<file path="config.mk">
export PLATFORM = sky130hd
export DESIGN_NAME = sdu_top
export DESIGN_NICKNAME = d
export VERILOG_FILES = /design/src/core/sdu_pkg.sv /design/src/core/sdu_logic_builtin_selftest.sv /design/src/core/sdu_osc_wdog.sv /design/src/core/sdu_top.sv
export VERILOG_INCLUDE_DIRS = /design/src /design/src/core
export SDC_FILE = /design/constraint.sdc
export NUM_CORES = 1
export LEC_CHECK = 0
export ABC_AREA = 1
export BUFFER_PORTS_ARGS = -buffer_cell sky130_fd_sc_hd__buf_2
export CAP_MARGIN = 5
export CORE_UTILIZATION = 59
export DETAILED_ROUTE_END_ITERATION = 10
export GPL_TIMING_DRIVEN = 0
export PLACE_DENSITY = 0.8
export SLEW_MARGIN = 10
export SYNTH_ARGS = -nofsm -noshare
export SYNTH_HDL_FRONTEND = slang
export SYNTH_HIERARCHICAL = 1
export SYNTH_SLANG_ARGS = --single-unit
</file>
<file path="constraint.sdc">
create_clock -name sys_clk -period 6.35 [get_ports sys_clk]
set_input_delay 0.9525 -clock sys_clk [delete_from_list [all_inputs] [get_ports sys_clk]]
set_output_delay 0.9525 -clock sys_clk [all_outputs]
set_load 0.05 [all_outputs]
</file>
<file path="src/core/sdu_consts.svh">
// Offsets, field positions, reset values and timing figures of the safety diagnostics unit
`ifndef SDU_CONSTS_SVH
`define SDU_CONSTS_SVH
// Extended read address of the uptime heartbeat counter
`define SDU_ADDR_HEARTBEAT 8'h80
// Field positions in the period setting word and in the shadow common word
`define SDU_CYCLE_TIME_LSB 12
`define SDU_CYCLE_TIME_MSB 17
`define SDU_DST_BIT 13
`define SDU_CSE_BIT 18
`define SDU_LBE_BIT 19
// Reset values
`define SDU_HEARTBEAT_RST 32'h0000_0000
`define SDU_LFSR_SEED 31'h0000_0001
// Timing figures in their own unit, and cycle counts derived from the clock period
`define SDU_CLK_PERIOD_NS 4
`define SDU_HEARTBEAT_STEP_NS 8192000
`define SDU_HEARTBEAT_STEP_CYC (`SDU_HEARTBEAT_STEP_NS / `SDU_CLK_PERIOD_NS)
`define SDU_SELFTEST_NS 30000000
`define SDU_SELFTEST_CYC (`SDU_SELFTEST_NS / `SDU_CLK_PERIOD_NS)
// Transducer test: emulated angle steps, and angle width in bits
`define SDU_XT_STEPS 8
`define SDU_ANGLE_W 12
`define SDU_ANGLE_TOL 12'h020
`endif

</file>
<file path="src/core/sdu_pkg.sv">
// Types shared by the safety diagnostics unit
package sdu_pkg;
    // Transducer self-test sequencer states
    typedef enum logic [0:0] {XT_IDLE, XT_RUN} sdu_xt_state_t;
    // Logic self-test states
    typedef enum logic [0:0] {LB_IDLE, LB_RUN} sdu_lb_state_t;
endpackage

</file>
<file path="src/core/sdu_logic_builtin_selftest.sv">
// Logic self-test engine: LFSR stimulus, 31 scan chains, MISR signature check
`timescale 1ns/10ps
`include "sdu_consts.svh"
module sdu_logic_builtin_selftest
    import sdu_pkg::*;
#(
    parameter int CHAINS = 31,
    parameter int RUN_CYC = `SDU_SELFTEST_CYC,
    parameter logic [30:0] SIG_EXP = 31'h1234_5678
)(
    input wire logic sys_clk,
    input wire logic rst,
    input wire logic start,
    input wire logic [CHAINS-1:0] scan_out,
    output logic scan_enable,
    output logic [CHAINS-1:0] scan_in,
    output logic busy,
    output logic done,
    output logic fail,
    output logic [CHAINS-1:0] signature
);
    sdu_lb_state_t state_q, state_d;
    logic [CHAINS-1:0] lfsr_q, lfsr_d; // Stimulus generator
    logic [CHAINS-1:0] misr_q, misr_d; // Response compactor
    logic [31:0] cnt_q, cnt_d; // Shift cycles in this run
    logic fail_q, fail_d;
    logic done_q, done_d;
    logic last;

    assign last = cnt_q == 32'(RUN_CYC - 1);

    // Next state; a start while busy is ignored so a run is never cut short
    always_comb
    begin
        state_d = state_q;
        lfsr_d = lfsr_q;
        misr_d = misr_q;
        cnt_d = cnt_q;
        fail_d = fail_q;
        done_d = 1'b0;
        case (state_q)
            LB_IDLE:
            begin
                if (start)
                begin
                    state_d = LB_RUN;
                    lfsr_d = `SDU_LFSR_SEED;
                    misr_d = '0;
                    cnt_d = '0;
                    fail_d = 1'b0;
                end
            end
            default:
            begin
                // Polynomial x^31 + x^28 + 1 feeds every chain in parallel
                lfsr_d = {lfsr_q[CHAINS-2:0], lfsr_q[CHAINS-1] ^ lfsr_q[27]};
                // Every chain output folds into the signature each shift
                misr_d = {misr_q[CHAINS-2:0], misr_q[CHAINS-1] ^ misr_q[27]} ^ scan_out;
                cnt_d = cnt_q + 32'h0000_0001;
                if (last)
                begin
                    state_d = LB_IDLE;
                    done_d = 1'b1;
                    fail_d = misr_d != SIG_EXP;
                end
            end
        endcase
    end

    // Registers
    always_ff @(posedge sys_clk or posedge rst)
    begin
        if (rst)
        begin
            state_q <= LB_IDLE;
            lfsr_q <= `SDU_LFSR_SEED;
            misr_q <= '0;
            cnt_q <= '0;
            fail_q <= 1'b0;
            done_q <= 1'b0;
        end
        else
        begin
            state_q <= state_d;
            lfsr_q <= lfsr_d;
            misr_q <= misr_d;
            cnt_q <= cnt_d;
            fail_q <= fail_d;
            done_q <= done_d;
        end
    end

    // Chains shift on their own, no external scan port is involved
    assign scan_enable = state_q == LB_RUN;
    assign scan_in = lfsr_q;
    assign busy = state_q == LB_RUN;
    assign done = done_q;
    assign fail = fail_q;
    assign signature = misr_q;

    a_lb_done_fail: assert property (@(posedge sys_clk) disable iff (rst)
        done |-> (fail == (misr_q != SIG_EXP))) else $error("signature verdict wrong");
    a_lb_scan_lfsr: assert property (@(posedge sys_clk) disable iff (rst)
        scan_enable ##1 scan_enable |-> scan_in[CHAINS-1:1] == $past(scan_in[CHAINS-2:0]))
        else $error("stimulus not shifting");
endmodule

</file>
<file path="src/core/sdu_osc_wdog.sv">
// Oscillator watchdog: counts system clock periods across a window of the second oscillator
`timescale 1ns/10ps
module sdu_osc_wdog #(
    parameter int WIN_EDGES = 16,
    parameter int LO_LIM = 64,
    parameter int HI_LIM = 256
)(
    input wire logic sys_clk,
    input wire logic rst,
    input wire logic aux_osc_in,
    input wire logic err_clear,
    output logic err_flag
);
    logic s1_q, s2_q, s3_q; // Synchroniser, then edge history
    logic [15:0] edges_q, edges_d; // Aux rising edges in window
    logic [31:0] per_q, per_d; // System periods in window
    logic err_q, err_d;
    logic rise, win_end, bad;

    assign rise = s2_q & ~s3_q;
    assign win_end = rise && (edges_q == 16'(WIN_EDGES - 1));
    // A stalled aux oscillator trips the upper limit without waiting for an edge
    assign bad = (per_q > 32'(HI_LIM)) || (win_end && (per_q < 32'(LO_LIM)));

    // Window counters; sticky error where a new error beats a clear
    always_comb
    begin
        edges_d = edges_q;
        per_d = per_q + 32'h0000_0001;
        if (win_end || bad)
        begin
            edges_d = '0;
            per_d = '0;
        end
        else if (rise)
        begin
            edges_d = edges_q + 16'h0001;
        end
        err_d = bad | (err_q & ~err_clear);
    end

    // Registers; runs from reset onward with no enable
    always_ff @(posedge sys_clk or posedge rst)
    begin
        if (rst)
        begin
            s1_q <= 1'b0;
            s2_q <= 1'b0;
            s3_q <= 1'b0;
            edges_q <= '0;
            per_q <= '0;
            err_q <= 1'b0;
        end
        else
        begin
            s1_q <= aux_osc_in;
            s2_q <= s1_q;
            s3_q <= s2_q;
            edges_q <= edges_d;
            per_q <= per_d;
            err_q <= err_d;
        end
    end

    assign err_flag = err_q;

    a_wd_sticky: assert property (@(posedge sys_clk) disable iff (rst)
        bad |=> err_flag) else $error("watchdog error not latched");
    a_wd_bound: assert property (@(posedge sys_clk) disable iff (rst)
        per_q <= 32'(HI_LIM) + 32'h0000_0001) else $error("period count exceeds limit");
endmodule

</file>
<file path="src/core/sdu_top.sv">
// Safety diagnostics unit: heartbeat counter, watchdog, logic and transducer self-tests
`timescale 1ns/10ps
`include "sdu_consts.svh"
// Function
// - 32-bit heartbeat counter, zero after any reset
// - Increment every (setting plus one) times 8.192 ms
// - Counter wraps to zero, no saturation
// - Extended read at 0x80 returns count
// - Oscillator watchdog runs continuously
// - Count system clock periods per other-oscillator window against limits
// - Logic self-test shifts 31 chains automatically
// - 31-bit LFSR feeds all chains
// - MISR compacts chain outputs to signature
// - Logic and transducer tests run concurrently
// - Logic self-test lasts about 30 ms
// - Transducer switched to test-current configuration
// - Sequencer steps current and elements to rotate
// - Measured angle decides pass or fail
// - Transducer self-test lasts about 30 ms
// - Enable bit runs transducer test at power-up
// - Special command starts transducer test
// - Done flag set at end of commanded run only, running flag cleared after any run
// - Failed transducer test sets failure flag
// - Period setting is word 0x1D bits 17:12
// - Transducer power-up enable is 0x1E bit 18
// - Logic test power-up enable 0x1E bit 19
// - Bit 13 set blocks special start
module sdu_top
    import sdu_pkg::*;
#(
    parameter int TICK_CYC = `SDU_HEARTBEAT_STEP_CYC,
    parameter int XT_RUN_CYC = `SDU_SELFTEST_CYC,
    parameter int LB_RUN_CYC = `SDU_SELFTEST_CYC,
    parameter logic [30:0] LB_SIG_EXP = 31'h1234_5678,
    parameter int WD_WIN_EDGES = 16,
    parameter int WD_LO_LIM = 64,
    parameter int WD_HI_LIM = 256,
    parameter logic [`SDU_ANGLE_W-1:0] ANGLE_TOL = `SDU_ANGLE_TOL
)(
    input wire logic sys_clk,
    input wire logic rst,
    input wire logic hard_rst_req,
    input wire logic [23:0] period_config_word,
    input wire logic [23:0] shadow_common_config_word,
    input wire logic rd_req,
    input wire logic [7:0] rd_addr,
    output logic [31:0] rd_data,
    output logic rd_ack,
    input wire logic special_selftest_cmd,
    input wire logic err_clear,
    input wire logic wdog_err_clear,
    output logic special_done_flag,
    output logic transducer_test_running_flag,
    output logic selftest_fail_flag,
    input wire logic [`SDU_ANGLE_W-1:0] angle_in,
    output logic xt_test_config,
    output logic xt_current_dir,
    output logic [1:0] xt_element_sel,
    input wire logic aux_osc_in,
    output logic osc_wdog_err_flag,
    input wire logic [30:0] scan_out,
    output logic scan_enable,
    output logic [30:0] scan_in,
    output logic logic_builtin_selftest_running,
    output logic logic_builtin_selftest_done,
    output logic logic_builtin_selftest_fail_flag
);
    localparam int STEP_CYC = XT_RUN_CYC / `SDU_XT_STEPS; // Rounds down to keep the run within bound

    // Heartbeat counter state
    logic [31:0] pre_q, pre_d; // Cycles within one 8.192 ms step
    logic [5:0] per_q, per_d; // Steps within one increment period
    logic [31:0] beat_q, beat_d; // The uptime heartbeat count
    logic [5:0] cycle_time; // Period setting from the nonvolatile word
    logic tick, beat_inc;

    // Register read port state
    logic [31:0] rd_data_q, rd_data_d;
    logic rd_ack_q, rd_ack_d;

    // Transducer self-test state
    sdu_xt_state_t xt_q, xt_d;
    logic [2:0] step_q, step_d; // Emulated angle step
    logic [31:0] stc_q, stc_d; // Cycles in current step
    logic xfail_q, xfail_d; // Any step out of tolerance
    logic by_cmd_q, by_cmd_d; // Run was started by the special command
    logic sdn_q, sdn_d;
    logic stf_q, stf_d;
    logic pu_q, pu_d; // Power-up window, one cycle after release
    logic xt_start, xt_end, step_end, step_bad, cmd_ok;
    logic [`SDU_ANGLE_W-1:0] exp_angle, angle_diff;

    // Logic self-test start
    logic lb_start;

    assign cycle_time = period_config_word[`SDU_CYCLE_TIME_MSB:`SDU_CYCLE_TIME_LSB];
    assign tick = pre_q == 32'(TICK_CYC - 1);
    assign beat_inc = tick && (per_q >= cycle_time);

    // Heartbeat next values; hard reset restarts everything from zero
    always_comb
    begin
        pre_d = tick ? 32'h0000_0000 : pre_q + 32'h0000_0001;
        per_d = per_q;
        beat_d = beat_q;
        if (tick)
        begin
            per_d = beat_inc ? 6'h00 : per_q + 6'h01;
        end
        if (beat_inc)
        begin
            // Natural 32-bit overflow gives the wrap, no flag is raised
            beat_d = beat_q + 32'h0000_0001;
        end
        if (hard_rst_req)
        begin
            pre_d = '0;
            per_d = '0;
            beat_d = `SDU_HEARTBEAT_RST;
        end
    end

    // Heartbeat registers
    always_ff @(posedge sys_clk or posedge rst)
    begin
        if (rst)
        begin
            pre_q <= '0;
            per_q <= '0;
            beat_q <= `SDU_HEARTBEAT_RST;
        end
        else
        begin
            pre_q <= pre_d;
            per_q <= per_d;
            beat_q <= beat_d;
        end
    end

    // Extended read: only the heartbeat address is mapped, others read zero
    always_comb
    begin
        rd_ack_d = rd_req;
        rd_data_d = rd_data_q;
        if (rd_req)
        begin
            if (rd_addr == `SDU_ADDR_HEARTBEAT)
            begin
                rd_data_d = beat_q;
            end
            else
            begin
                rd_data_d = '0;
            end
        end
    end

    // Read port registers
    always_ff @(posedge sys_clk or posedge rst)
    begin
        if (rst)
        begin
            rd_data_q <= '0;
            rd_ack_q <= 1'b0;
        end
        else
        begin
            rd_data_q <= rd_data_d;
            rd_ack_q <= rd_ack_d;
        end
    end

    // Special command is honoured only while the disable bit is clear
    assign cmd_ok = special_selftest_cmd && !shadow_common_config_word[`SDU_DST_BIT];
    assign xt_start = (xt_q == XT_IDLE) &&
        ((pu_q && shadow_common_config_word[`SDU_CSE_BIT]) || cmd_ok);
    assign step_end = (xt_q == XT_RUN) && (stc_q == 32'(STEP_CYC - 1));
    assign xt_end = step_end && (step_q == 3'(`SDU_XT_STEPS - 1));
    // Each step emulates 45 degrees; the wrap-around difference tolerates noise either side
    assign exp_angle = {step_q, 9'h000};
    assign angle_diff = angle_in - exp_angle;
    assign step_bad = (angle_diff > ANGLE_TOL) && (angle_diff < (~ANGLE_TOL + 12'h001));

    // Transducer sequencer next values
    always_comb
    begin
        xt_d = xt_q;
        step_d = step_q;
        stc_d = stc_q;
        xfail_d = xfail_q;
        by_cmd_d = by_cmd_q;
        sdn_d = sdn_q;
        pu_d = 1'b0;
        case (xt_q)
            XT_IDLE:
            begin
                if (xt_start)
                begin
                    xt_d = XT_RUN;
                    step_d = '0;
                    stc_d = '0;
                    xfail_d = 1'b0;
                    by_cmd_d = cmd_ok;
                    sdn_d = 1'b0;
                end
            end
            default:
            begin
                stc_d = step_end ? 32'h0000_0000 : stc_q + 32'h0000_0001;
                if (step_end)
                begin
                    step_d = step_q + 3'h1;
                    xfail_d = xfail_q | step_bad;
                end
                if (xt_end)
                begin
                    xt_d = XT_IDLE;
                    sdn_d = by_cmd_q;
                end
            end
        endcase
        // A failure landing on the clear cycle still sets the flag
        stf_d = (stf_q & ~err_clear) | (xt_end & (xfail_q | step_bad));
    end

    // Transducer sequencer registers; pu_q resets high to mark power-up
    always_ff @(posedge sys_clk or posedge rst)
    begin
        if (rst)
        begin
            xt_q <= XT_IDLE;
            step_q <= '0;
            stc_q <= '0;
            xfail_q <= 1'b0;
            by_cmd_q <= 1'b0;
            sdn_q <= 1'b0;
            stf_q <= 1'b0;
            pu_q <= 1'b1;
        end
        else
        begin
            xt_q <= xt_d;
            step_q <= step_d;
            stc_q <= stc_d;
            xfail_q <= xfail_d;
            by_cmd_q <= by_cmd_d;
            sdn_q <= sdn_d;
            stf_q <= stf_d;
            pu_q <= pu_d;
        end
    end

    // Logic test at power-up only; it shares only the power-up window pu_q with the transducer test
    assign lb_start = pu_q && shadow_common_config_word[`SDU_LBE_BIT];

    // Logic self-test engine
    sdu_logic_builtin_selftest #(
        .CHAINS(31),
        .RUN_CYC(LB_RUN_CYC),
        .SIG_EXP(LB_SIG_EXP)
    ) u_logic_builtin_selftest (
        .sys_clk(sys_clk),
        .rst(rst),
        .start(lb_start),
        .scan_out(scan_out),
        .scan_enable(scan_enable),
        .scan_in(scan_in),
        .busy(logic_builtin_selftest_running),
        .done(logic_builtin_selftest_done),
        .fail(logic_builtin_selftest_fail_flag),
        .signature()
    );

    // Oscillator watchdog
    sdu_osc_wdog #(
        .WIN_EDGES(WD_WIN_EDGES),
        .LO_LIM(WD_LO_LIM),
        .HI_LIM(WD_HI_LIM)
    ) u_wdog (
        .sys_clk(sys_clk),
        .rst(rst),
        .aux_osc_in(aux_osc_in),
        .err_clear(wdog_err_clear),
        .err_flag(osc_wdog_err_flag)
    );

    assign rd_data = rd_data_q;
    assign rd_ack = rd_ack_q;
    assign special_done_flag = sdn_q;
    assign transducer_test_running_flag = xt_q == XT_RUN;
    assign selftest_fail_flag = stf_q;
    assign xt_test_config = xt_q == XT_RUN;
    assign xt_current_dir = step_q[2];
    assign xt_element_sel = step_q[1:0];

    a_beat_step: assert property (@(posedge sys_clk) disable iff (rst)
        !$past(hard_rst_req) && !$past(beat_inc) |-> $stable(beat_q)) else $error("count moved off period");
    a_beat_inc: assert property (@(posedge sys_clk) disable iff (rst)
        beat_inc && !hard_rst_req |=> beat_q == $past(beat_q) + 32'h0000_0001) else $error("count not +1");
    a_beat_hrst: assert property (@(posedge sys_clk) disable iff (rst)
        hard_rst_req |=> beat_q == 32'h0000_0000) else $error("hard reset not cleared");
    a_read_alive: assert property (@(posedge sys_clk) disable iff (rst)
        rd_req && rd_addr == 8'h80 |=> rd_ack && rd_data == $past(beat_q)) else $error("bad heartbeat read");
    a_cmd_blocked: assert property (@(posedge sys_clk) disable iff (rst)
        !pu_q && special_selftest_cmd && shadow_common_config_word[13] && xt_q == XT_IDLE |=> xt_q == XT_IDLE)
        else $error("disabled command started test");
    a_done_flags: assert property (@(posedge sys_clk) disable iff (rst)
        xt_end && by_cmd_q |=> special_done_flag && !transducer_test_running_flag)
        else $error("completion not signalled");
    a_fail_sets: assert property (@(posedge sys_clk) disable iff (rst)
        xt_end && step_bad |=> selftest_fail_flag) else $error("failure not flagged");
    a_test_config: assert property (@(posedge sys_clk) disable iff (rst)
        cmd_ok && xt_q == XT_IDLE |=> xt_test_config [*2]) else $error("test configuration missing");
endmodule

</file>
==> results of run 1 <==
==> final timing paths <==
path	endpoint	cells past startpoint	slack [ps]
worst max register to register	u_logic_builtin_selftest/fail$_DFFE_PP0P_	8	4200
max in group asynchronous	pu_q$_DFF_PP1_	3	5090
worst max-delay path	xt_current_dir	1	3990
worst min register to register	u_wdog/s2_q$_DFF_PP0_	0	350
min in group asynchronous	stc_q[21]$_DFFE_PP0P_	2	430
worst min-delay path	u_wdog/s2_q$_DFF_PP0_	0	350
==> cell usage in the layout (no fill, tap or decap), types with 17 or more instances in the layout <==
cell / netlist / layout
nand2_1: 642 / 642
nor2_1: 305 / 305
inv_1: 297 / 294
dfrtp_1: 291 / 291
buf_2: 8 / 150
nand3_1: 134 / 134
o22ai_1: 83 / 83
nand4_1: 55 / 55
o21ai_0: 41 / 41
xor2_1: 40 / 40
nor3_1: 40 / 40
clkbuf_1: 25 / 31
clkbuf_16: 0 / 31
conb_1: 2 / 24
xnor2_1: 21 / 21
ha_1: 17 / 17
==> state kept, by name, summed over array words and instances, names as in the netlist, 3 cells and up <==
name,count
beat_q,32
pre_q,32
rd_data,32
stc_q,32
u_logic_builtin_selftest/cnt_q,32
u_wdog/per_q,32
u_logic_builtin_selftest/scan_in,31
u_logic_builtin_selftest/signature,31
u_wdog/edges_q,16
per_q,6
step_q,3
==> power by group <==
group / leakage [nW] / internal (W) / total [W] / switching (W)
combinational: 4.71 / 0.000351 / 0.00122 / 0.000870
sequential: 3.81 / 0.00214 / 0.00237 / 0.000235
clock: 0.547 / 0.00118 / 0.00194 / 0.000764
total: 9.07 / 0.00367 / 0.00554 / 0.00187
==> cells by family after synthesis <==
kind of cell | Yosys count | share of synthesized area [%]
other | 2 | 0.0467
adders and majority gates | 18 | 1.45
xor gates and xnor gates | 61 | 3.32
AOI/OAI and AO/OA | 163 | 6.08
buffers and inverters | 359 | 8.82
and+or+nand+nor | 1269 | 34.7
DFF | 293 | 45.6
==> cell type report <==
class	instances	area [µm²]
Tap cell	341	427
Antenna cell	1	2.50
Multi-Input combinational cell	1535	7410
Timing Repair Buffer	145	786
Sequential cell	293	7330
Clock buffer	47	936
Fill cell	2247	8380
Inverter	306	1160
Clock inverter	11	174
Buffer	53	269
==> stage by stage <==
step                      instance area, µm²  worst slack (ps)  TNS (ps)  total power, W  std cells
after floorplan                        16200              1530         0         0.00328       2187
final                                  18500              3990         0         0.00554       2732
after global placement                 17300              -236    -30680         0.00355       2670
after CTS                              18500              3990         0         0.00556       2731
after global routing                   18500              3950         0         0.00580       2732
after detailed placement               17400              3790         0         0.00360       2673
==> worst register-to-register path, cell delays in order (launching register included) <==
cell      delay (ps)
dfstp_2          550
nand2_1           70
inv_1             70
inv_1             50
nor2_2           380
inv_1            270
clkbuf_1         330
a21oi_1          260
nor2_1            70
==> metal layers <==
metal / GRT usage, % / wire length [µm]
met3: 5.18 / 2620
met2: 48.0 / 19100
met4: 9.38 / 995
met1: 40.4 / 17800
met5: 0 / 0
==> summary.md, run 1 <==
| Metric | Value |
|---|---|
| Setup Buffers After CTS | `0` |
| Leakage | `between 9 and 10 nW` |
| FF-to-FF Start | `pu_q$_DFF_PP1_` |
| Max IR drop VDD | `slightly above 0.4 mV` |
| NumNets Final | `2490` |
| Fmax | `424 MHz` |
| Clk slew on worst S/H paths | `60 ps` |
| First-pass GRT wire length | `68000 µm` |
| RSZ-0062 raised after global routing | `false` |
| # port buffers | `142` |
| Crit path launch | `step_q[2]$_DFFE_PP0P_` |
| Final WL | `40500 µm` |
| Post-DRT Antenna Nets | `0` |
| Post-synth top area share | `45.3%` |
| Most common cell in the netlist | `nand2_1` |
| Largest net degree at the start of global routing | `100` |
| Die area | `27900 µm²` |
| I/O Pins | `roughly 180` |
| Synth cell count leaders | `642 x nand2_1, 305 x nor2_1, 297 x inv_1, 291 x dfrtp_1, 134 x nand3_1` |
| DR DRC count | `0` |
| Unique masters post-synth | `roughly 50` |
| Synth-to-Final Area Change | `15.0%` |
| Starting Density | `between 50% and 60%` |
| Outcome | `complete, no violations` |
| CTS tree | `yes` |
| Worst Path Arrival | `1400 ps` |
| H-tree levels | `1` |
| Family with the most delay on the worst path | `flip-flops` |
| Actual slew at the worst max-slew pin | `671 ps` |
| Fin. max-slew vios | `0` |
| Startpoint class of the critical path | `flop` |
| Clk_lat worst skew | `570 ps` |
| Die Height | `167 µm` |
| Critical path class | `flop to output port` |
| Clock Skew | `16.8 ps` |
| Hold Slack | `around 350 ps` |
| Top fanout value on the critical path | `5` |
| Fin crit period | `around 2400 ps` |
| Critical-path top delay cell | `dfrtp_1` |
| Worst Path Required | `5400 ps` |
| Number of global-route vias before repair | `14100` |
| Final Hold Fails | `0` |
| Grt ovf | `0` |
| Min-delay worst type | `flop to flop` |
| Initial antenna violation count | `2` |
| Share of layout cells above drive strength 1 | `12.9%` |
| Hpwl dp | `around 30000 µm` |
| Synth async-reset ratio | `100%` |
| #FFs+latches synth | `293` |
| Initial DRC count | `918` |
| Bufs and invs on worst path | `1` |
| Post_cts resized | `0` |
| Cells after Synth | `approximately 2200` |
| DR WL/cell | `14.8 µm` |
| EDFF count, synth | `0` |
| Core Area | `26900 µm²` |
| CP Cell Sequence | `buf_2` |
| Top FF cell, synth | `dfrtp_1` |
| Detailed Routing Iterations Pass 1 | `6` |
| Total CTS buffers | `31` |
| Post-DR vias/cell | `approximately 5.4` |
| Max Cap Viol | `0` |
| HP Start | `u_wdog/s1_q$_DFF_PP0_` |
| Clk buf depth | `3` |
| Via count | `14700` |
| Netlist Area Pre-Place | `around 16000 µm²` |
| Synth warn | `6` |
| CP endpoint kind | `output port` |
| Rel. slew slack | `between 50% and 60%` |
| Synth area leader | `dfrtp_1` |
| Mean post-synth cell area | `7.43 µm²` |
| Area contributors post-synth | `dfrtp_1 45%, nand2_1 15%, nor2_1 7.1%, inv_1 6.9%, nand3_1 4.2%` |
| Final Cycle Share | `37.1%` |
| Fin util | `68.8%` |
| Pwr dens | `299 nW/µm²` |
| Gr usage total | `approximately 30%` |
| Max stage delay on crit path | `~520 ps` |
| Share of the yosys chip area belonging to registers | `45.6%` |
| Root buffer cell | `clkbuf_16` |
| CTS Sinks | `293` |
| Die width | `around 170 µm` |
| Row count | `60` |
| RD Place Congestion | `0.959` |
| Endpoints failing setup | `0` |
| Hold-fix buffers, CTS | `0` |
Power figures use the tool's default switching activity.
==> run 2, diff against run 1 <==
Clock period 6.35 ns to 2.2 ns, I/O delays scaled along.
==> run 2 against run 1 <==
  * Global-route usage increased by 0.92 points
  * Die area did not move
  * Worst hold slack worse by 310 ps
  * Sequential cell count is the same
  * Power grew to 2.9 times the previous value
  * Critical path depth increased by 9
  * Non-clock buffer count grew 8
  * Largest power group unchanged
  * Highest routed layer unchanged
==> summary.md, run 2 (synthesis gave the netlist of run 1 again) <==
| Metric | Value |
|---|---|
| H-tree levels | `1 (unchanged)` |
| I/O Pins | `183 (unchanged)` |
| Actual slew at the worst max-slew pin | `676 ps (was 671 ps)` |
| Final TNS setup | `0 ps (unchanged)` |
| NumNets Final | `2498 (was 2490)` |
| Die Height | `167 µm (unchanged)` |
| Pwr dens | `869 nW/µm² (was 299 nW/µm²)` |
| Pwr Total | `0.0162 W (was 0.00554 W)` |
| CTS tree | `yes (unchanged)` |
| Area of the multi-input gates | `7410 µm² (about the same)` |
| Critical-path top delay cell | `o21ai_2 (was dfrtp_1)` |
| Clk slew on worst S/H paths | `60 ps (about the same)` |
| Gr usage total | `30.5% (was 29.6%)` |
| Die area | `27900 µm² (unchanged)` |
| Max Cap Viol | `0 (unchanged)` |
| Min-delay worst type | `primary input to flop (was flop to flop)` |
| Clk_lat worst skew | `590 ps (was 570 ps)` |
| Max stage delay on crit path | `410 ps (was 520 ps)` |
| Synth-to-Final Area Change | `15.9% (was 15.0%)` |
| Clk buf depth | `3 (unchanged)` |
| Via count | `14800 (was 14700)` |
| First-pass GRT wire length | `69300 µm (was 68000 µm)` |
| DR DRC count | `0 (unchanged)` |
| Post-placement cell count | `2677 (was 2673)` |
| Int Power | `0.0107 W (was 0.00367 W)` |
| Clk pwr share | `35.7% (was 35.1%)` |
| Hpwl dp | `30500 µm (was 29700 µm)` |
| Die width | `167 µm (unchanged)` |
| Comb pwr share | `22.1% (was 22.0%)` |
| Grt ovf | `0 (unchanged)` |
| DR WL/cell | `15.3 µm (was 14.8 µm)` |
| CP endpoint kind | `flop (was output port)` |
| Finished Cell Area | `18600 µm² (was 18500 µm²)` |
| RSZ-0062 raised after global routing | `false (unchanged)` |
| Starting Density | `59.8% (unchanged)` |
| Clock Skew | `31.6 ps (was 16.8 ps)` |
| Final Cycle Share | `92.2%` |
| Outcome | `complete, no violations (unchanged)` |
| Post-DRT Antenna Nets | `0 (unchanged)` |
| Fillers | `2228 (was 2247)` |
| Number of global-route vias before repair | `14400 (was 14100)` |
| Final WL | `41900 µm (was 40500 µm)` |
| Root buffer cell | `clkbuf_16 (unchanged)` |
| Rel. slew slack | `55.0% (was 55.3%)` |
| # port buffers | `142 (unchanged)` |
| Fin. max-slew vios | `0 (unchanged)` |
| Setup Buffers After CTS | `0 (unchanged)` |
| Initial DRC count | `1397 (was 918)` |
| Commonest non-fill, non-tap cell in the layout | `nand2_1 (unchanged)` |
| CP Cell Sequence | `ha_1 -> inv_1 -> nor2_1 -> nand2_1 -> nor2_1 -> nand3_1 -> o21ai_2 -> nand2_1 -> nand2_1 -> nand2_1 (was buf_2)` |
| Share of layout cells above drive strength 1 | `13.1% (was 12.9%)` |
| Non-filler cells, final | `2741 (was 2732)` |
| CTS Sinks | `293 (unchanged)` |
| Largest net degree at the start of global routing | `40 (was 100)` |
| Seq pwr share | `42.2% (was 42.9%)` |
| Max IR drop VDD | `0.897 mV (was 0.405 mV)` |
| Worst Path Required | `2660 ps (was 5400 ps)` |
| Startpoint class of the critical path | `flop (unchanged)` |
| Sequential cell area | `7330 µm² (unchanged)` |
| Sw frac | `33.8% (was 33.7%)` |
| Row count | `60 (unchanged)` |
| Worst Path Arrival | `2490 ps (was 1400 ps)` |
| Leakage | `9.12 nW (was 9.07 nW)` |
| Core Area | `26900 µm² (unchanged)` |
| Most used cell, CP | `nand2_1` |
| Fin crit period | `2030 ps` |
| Endpoints failing setup | `0 (unchanged)` |
| Area of placed instances | `17400 µm² (about the same)` |
| Final Hold Fails | `0 (unchanged)` |
| RD Place Congestion | `0.962 (was 0.959)` |
| Commonest cells after routing, fill and taps aside | `642 x nand2_1, 305 x nor2_1, 294 x inv_1 (unchanged)` |
| Switching power | `0.00547 W (was 0.00187 W)` |
| Top fanout value on the critical path | `9 (was 5)` |
| Detailed Routing Iterations Pass 1 | `5 (was 6)` |
| Critical path class | `flop to flop (was flop to output port)` |
| Initial antenna violation count | `3 (was 2)` |
| Post-DR vias/cell | `5.42 (was 5.38)` |
| Fmax | `493 MHz` |
| Total CTS buffers | `31 (unchanged)` |
-- run 2: cell count changes in the layout (fill, tap and decap cells not counted), sizes merged --
cell | before | now
clkbuf | 72 | 66
clkinv | 7 | 10
buf | 173 | 177
dlygate4sd3 | 0 | 4
inv | 306 | 304
bufinv | 4 | 6
clkinvlp | 0 | 2
diode | 1 | 3
-- run 2: path summary, 6_finish.rpt --
| kind | start | end | slack (ps) | cells after the start |
|---|---|---|---|---|
| max in group asynchronous | rst | u_logic_builtin_selftest/scan_in[10]$_DFFE_PP0P_ | 910 | 5 |
| max | stc_q[0]$_DFFE_PP0P_ | step_q[2]$_DFFE_PP0P_ | 170 | 10 |
| min in group asynchronous | rst | xfail_q$_DFFE_PP0P_ | 250 | 3 |
| min reg2reg | u_wdog/s1_q$_DFF_PP0_ | u_wdog/s2_q$_DFF_PP0_ | 350 | 0 |
| max reg2reg | stc_q[0]$_DFFE_PP0P_ | step_q[2]$_DFFE_PP0P_ | 170 | 10 |
| min | wdog_err_clear | u_wdog/err_flag$_DFF_PP0_ | 40 | 4 |
-- run 2: per-layer routing --
layer  GRT usage (%)  share of wire (%)
met1            40.2                 43
met2            51.2                 48
met3            3.28                5.6
met4            13.3                3.7
met5               0                  0
-- run 2: power groups by stage --
stage | Sequential (W) | Clock, W | Combinational [W]
after floorplan | 0.00775 | 0 | 0.00172
after global routing | 0.00694 | 0.00611 | 0.00393
after detailed placement | 0.00690 | 0 | 0.00351
after global placement | 0.00687 | 0 | 0.00338
final | 0.00684 | 0.00579 | 0.00357
after CTS | 0.00682 | 0.00586 | 0.00356
-- run 2: critical path, delay by kind of cell (launching register included) --
family / cells / cell delay (ps)
and+or+nand+nor: 7 / 840
AOI/OAI and AO/OA: 1 / 410
DFF: 1 / 390
adders and majority gates: 1 / 190
buffers and inverters: 1 / 100
-- run 2: what timing repair did --
item                                    in CTS  in global routing
endpoints found under the setup margin       0                 10
resized for setup                            0                  1
hold buffers                                 4                  0
endpoints found under the hold margin       88                  0
-- run 2: layout make-up --
cell class,count,share of cell area [%]
sequential,293,39.4
antenna,3,0.0403
timing repair buffer,153,4.78
inverter,306,6.20
buffer,53,1.44
clock buffer,41,4.74
multi-input combinational,1535,39.8
tap,341,2.29
clock inverter,16,1.36
-- run 2: stage by stage --
| step | worst slack (ps) | hold slack [ps] | util (%) |
|---|---|---|---|
| after global placement | -962 | 336 | 64.4 |
| after floorplan | 65.8 | 331 | - |
| after global routing | 26.9 | 39.2 | 69.3 |
| after detailed placement | 52.5 | 282 | 64.9 |
| after CTS | 38.2 | 26.4 | 69.3 |
| final | 172 | 42.0 | 69.3 |
==> run 3, diff against run 2 <==
--- a/config.mk
+++ b/config.mk
@@ -12,4 +12,5 @@
 export CORE_UTILIZATION = 59
 export DETAILED_ROUTE_END_ITERATION = 10
+export GPL_ROUTABILITY_DRIVEN = 1
 export GPL_TIMING_DRIVEN = 0
 export PLACE_DENSITY = 0.8
==> constraint.sdc (replaced) <==
create_clock -name sys_clk -period 2.2 [get_ports sys_clk]
set_input_delay 0 -clock sys_clk [delete_from_list [all_inputs] [get_ports sys_clk]]
set_output_delay 0 -clock sys_clk [all_outputs]
set_load 0.05 [all_outputs]
==> run 3 against run 2 <==
  * Combinational power up 5%
  * Count of clock-buffer cells in the layout unchanged
  * Critical path type unchanged
  * Critical endpoint is now u_logic_builtin_selftest/fail$_DFFE_PP0P_
  * Global-route usage up 1.8 points
  * First-iteration DRC count up 6.7%
==> summary.md, run 3 (synthesis gave the netlist of run 1 again) <==
| Metric | Value |
|---|---|
| CTS tree | `yes (unchanged)` |
| I/O Pins | `183 (unchanged)` |
| Setup Buffers After CTS | `0 (unchanged)` |
| First-pass GRT wire length | `73300 µm (was 69300 µm)` |
| Fin. max-slew vios | `0 (unchanged)` |
| DR WL/cell | `16.0 µm (was 15.3 µm)` |
| DR DRC count | `0 (unchanged)` |
| Row count | `60 (unchanged)` |
| Gr usage total | `32.3% (was 30.5%)` |
| Finished Cell Area | `19100 µm² (was 18600 µm²)` |
| Rel. slew slack | `55.1% (was 55.0%)` |
| Detailed Routing Iterations Pass 1 | `5 (unchanged)` |
| Top fanout value on the critical path | `10 (was 9)` |
| Max Cap Viol | `0 (unchanged)` |
| Clk slew on worst S/H paths | `60 ps (about the same)` |
| Commonest cells after routing, fill and taps aside | `642 x nand2_1, 305 x nor2_1, 294 x inv_1 (unchanged)` |
| Leakage | `9.32 nW (was 9.12 nW)` |
| Root buffer cell | `clkbuf_16 (unchanged)` |
| Int Power | `0.0108 W (was 0.0107 W)` |
| Actual slew at the worst max-slew pin | `674 ps (was 676 ps)` |
| Reg-to-reg slack, setup | `170 ps (about the same)` |
| Largest net degree at the start of global routing | `40 (unchanged)` |
| Worst Path Arrival | `2510 ps (was 2490 ps)` |
| Clk buf depth | `3 (unchanged)` |
| H-tree levels | `1 (unchanged)` |
| Critical path class | `flop to flop (unchanged)` |
| Area of placed instances | `17400 µm² (unchanged)` |
| Hpwl dp | `30500 µm (unchanged)` |
| Synth-to-Final Area Change | `18.8% (was 15.9%)` |
| Number of global-route vias before repair | `15000 (was 14400)` |
| Post-DR vias/cell | `5.50 (was 5.42)` |
| Final WL | `44500 µm (was 41900 µm)` |
| Core Area | `26900 µm² (unchanged)` |
| Commonest non-fill, non-tap cell in the layout | `nand2_1 (unchanged)` |
| Switching power | `0.00563 W (was 0.00547 W)` |
| Sw frac | `34.3% (was 33.8%)` |
| Share of layout cells above drive strength 1 | `12.8% (was 13.1%)` |
| CP endpoint kind | `flop (unchanged)` |
| RD Place Congestion | `0.962 (unchanged)` |
| Max IR drop VDD | `0.885 mV (was 0.897 mV)` |
| Die width | `167 µm (unchanged)` |
| Fin crit period | `2030 ps (about the same)` |
| # port buffers | `142 (unchanged)` |
| Via count | `15300 (was 14800)` |
| Die Height | `167 µm (unchanged)` |
| Worst Path Required | `2680 ps (was 2660 ps)` |
| Die area | `27900 µm² (unchanged)` |
| Clk_lat worst skew | `590 ps (about the same)` |
| Initial antenna violation count | `1 (was 3)` |
| Total CTS buffers | `31 (unchanged)` |
| Final TNS setup | `0 ps (unchanged)` |
| NumNets Final | `2545 (was 2498)` |
| Starting Density | `59.8% (unchanged)` |
| Comb pwr share | `22.8% (was 22.1%)` |
| Final Cycle Share | `92.2% (about the same)` |
| CTS Sinks | `293 (unchanged)` |
| Startpoint class of the critical path | `flop (unchanged)` |
| Endpoints failing setup | `0 (unchanged)` |
| Clk pwr share | `35.3% (was 35.7%)` |
| Grt ovf | `0 (unchanged)` |
| Clock Skew | `29.8 ps (was 31.6 ps)` |
| Min-delay worst type | `primary input to asynchronous set/reset pin (was primary input to flop)` |
| Pwr dens | `860 nW/µm² (was 869 nW/µm²)` |
| Outcome | `complete, no violations (unchanged)` |
| Seq pwr share | `41.9% (was 42.2%)` |
| Fmax | `493 MHz (about the same)` |
| Final Hold Fails | `0 (unchanged)` |
| RSZ-0062 raised after global routing | `false (unchanged)` |
| Post-DRT Antenna Nets | `0 (unchanged)` |
| Initial DRC count | `1490 (was 1397)` |
| Fillers | `2122 (was 2228)` |
[run 3: cell types whose count changed in the layout (fill, tap and decap cells not counted), sizes merged]
cell,delta
dlygate4sd3,+47
diode,-2
[run 3: stage by stage]
step           setup slack (ps)  total power [W]  instances  hold WS (ps)  util, %
2_1_floorplan               228          0.00947       2187          31.4        -
3_3_place_gp               -632           0.0102       2670           112     64.4
3_5_place_dp               52.5           0.0104       2677         -48.4     64.9
4_1_cts                    38.2           0.0163       2785          37.4     71.0
5_1_grt                    26.9           0.0171       2786          71.9     71.1
6_report                    173           0.0164       2786          60.7     71.1
[run 3: power groups by stage]
stage | registers [W] | clock network (W) | logic, W
finish | 0.00688 | 0.00580 | 0.00374
global route | 0.00696 | 0.00612 | 0.00406
CTS | 0.00682 | 0.00586 | 0.00363
detailed placement | 0.00690 | 0 | 0.00351
global placement | 0.00687 | 0 | 0.00338
floorplan | 0.00775 | 0 | 0.00172
[run 3: path summary, 6_finish.rpt]
kind,cells after the start,end,startpoint
max reg2reg,8,u_logic_builtin_selftest/fail$_DFFE_PP0P_,pu_q$_DFF_PP1_
min,3,u_wdog/err_flag$_DFF_PP0_,rst
max in group asynchronous,7,beat_q[4]$_DFFE_PP0P_,rst
min reg2reg,0,u_wdog/s2_q$_DFF_PP0_,u_wdog/s1_q$_DFF_PP0_
max,8,u_logic_builtin_selftest/fail$_DFFE_PP0P_,pu_q$_DFF_PP1_
min in group sys_clk,2,rd_ack$_DFF_PP0_,rd_req
[run 3: repair_timing]
item,CTS,global route
gates resized for setup,0,1
endpoints found under the hold margin,230,0
setup endpoints to repair,0,10
hold buffers,51,0
[run 3: layout make-up]
| class | count | area [µm²] | share of cell area (%) |
|---|---|---|---|
| Antenna cell | 1 | 2.50 | 0.0131 |
| Buffer | 53 | 269 | 1.41 |
| Clock buffer | 41 | 883 | 4.62 |
| Clock inverter | 16 | 253 | 1.32 |
| Inverter | 306 | 1160 | 6.05 |
| Multi-Input combinational cell | 1535 | 7410 | 38.8 |
| Sequential cell | 293 | 7330 | 38.4 |
| Tap cell | 341 | 427 | 2.23 |
| Timing Repair Buffer | 200 | 1360 | 7.13 |
[run 3: critical path: stages (launching register included)]
cell and delay, ps:
dfstp_2 530, nand2_1 110, inv_1 110, inv_1 70
nor2_4 250, inv_1 230, clkbuf_1 330, a21oi_1 230
nor2_1 60
[run 3: layer usage]
metal  routed length, µm  global-route usage, %
met5                   0                      0
met4                1770                   14.9
met3                2800                   4.49
met1               18400                   41.4
met2               21600                   54.4
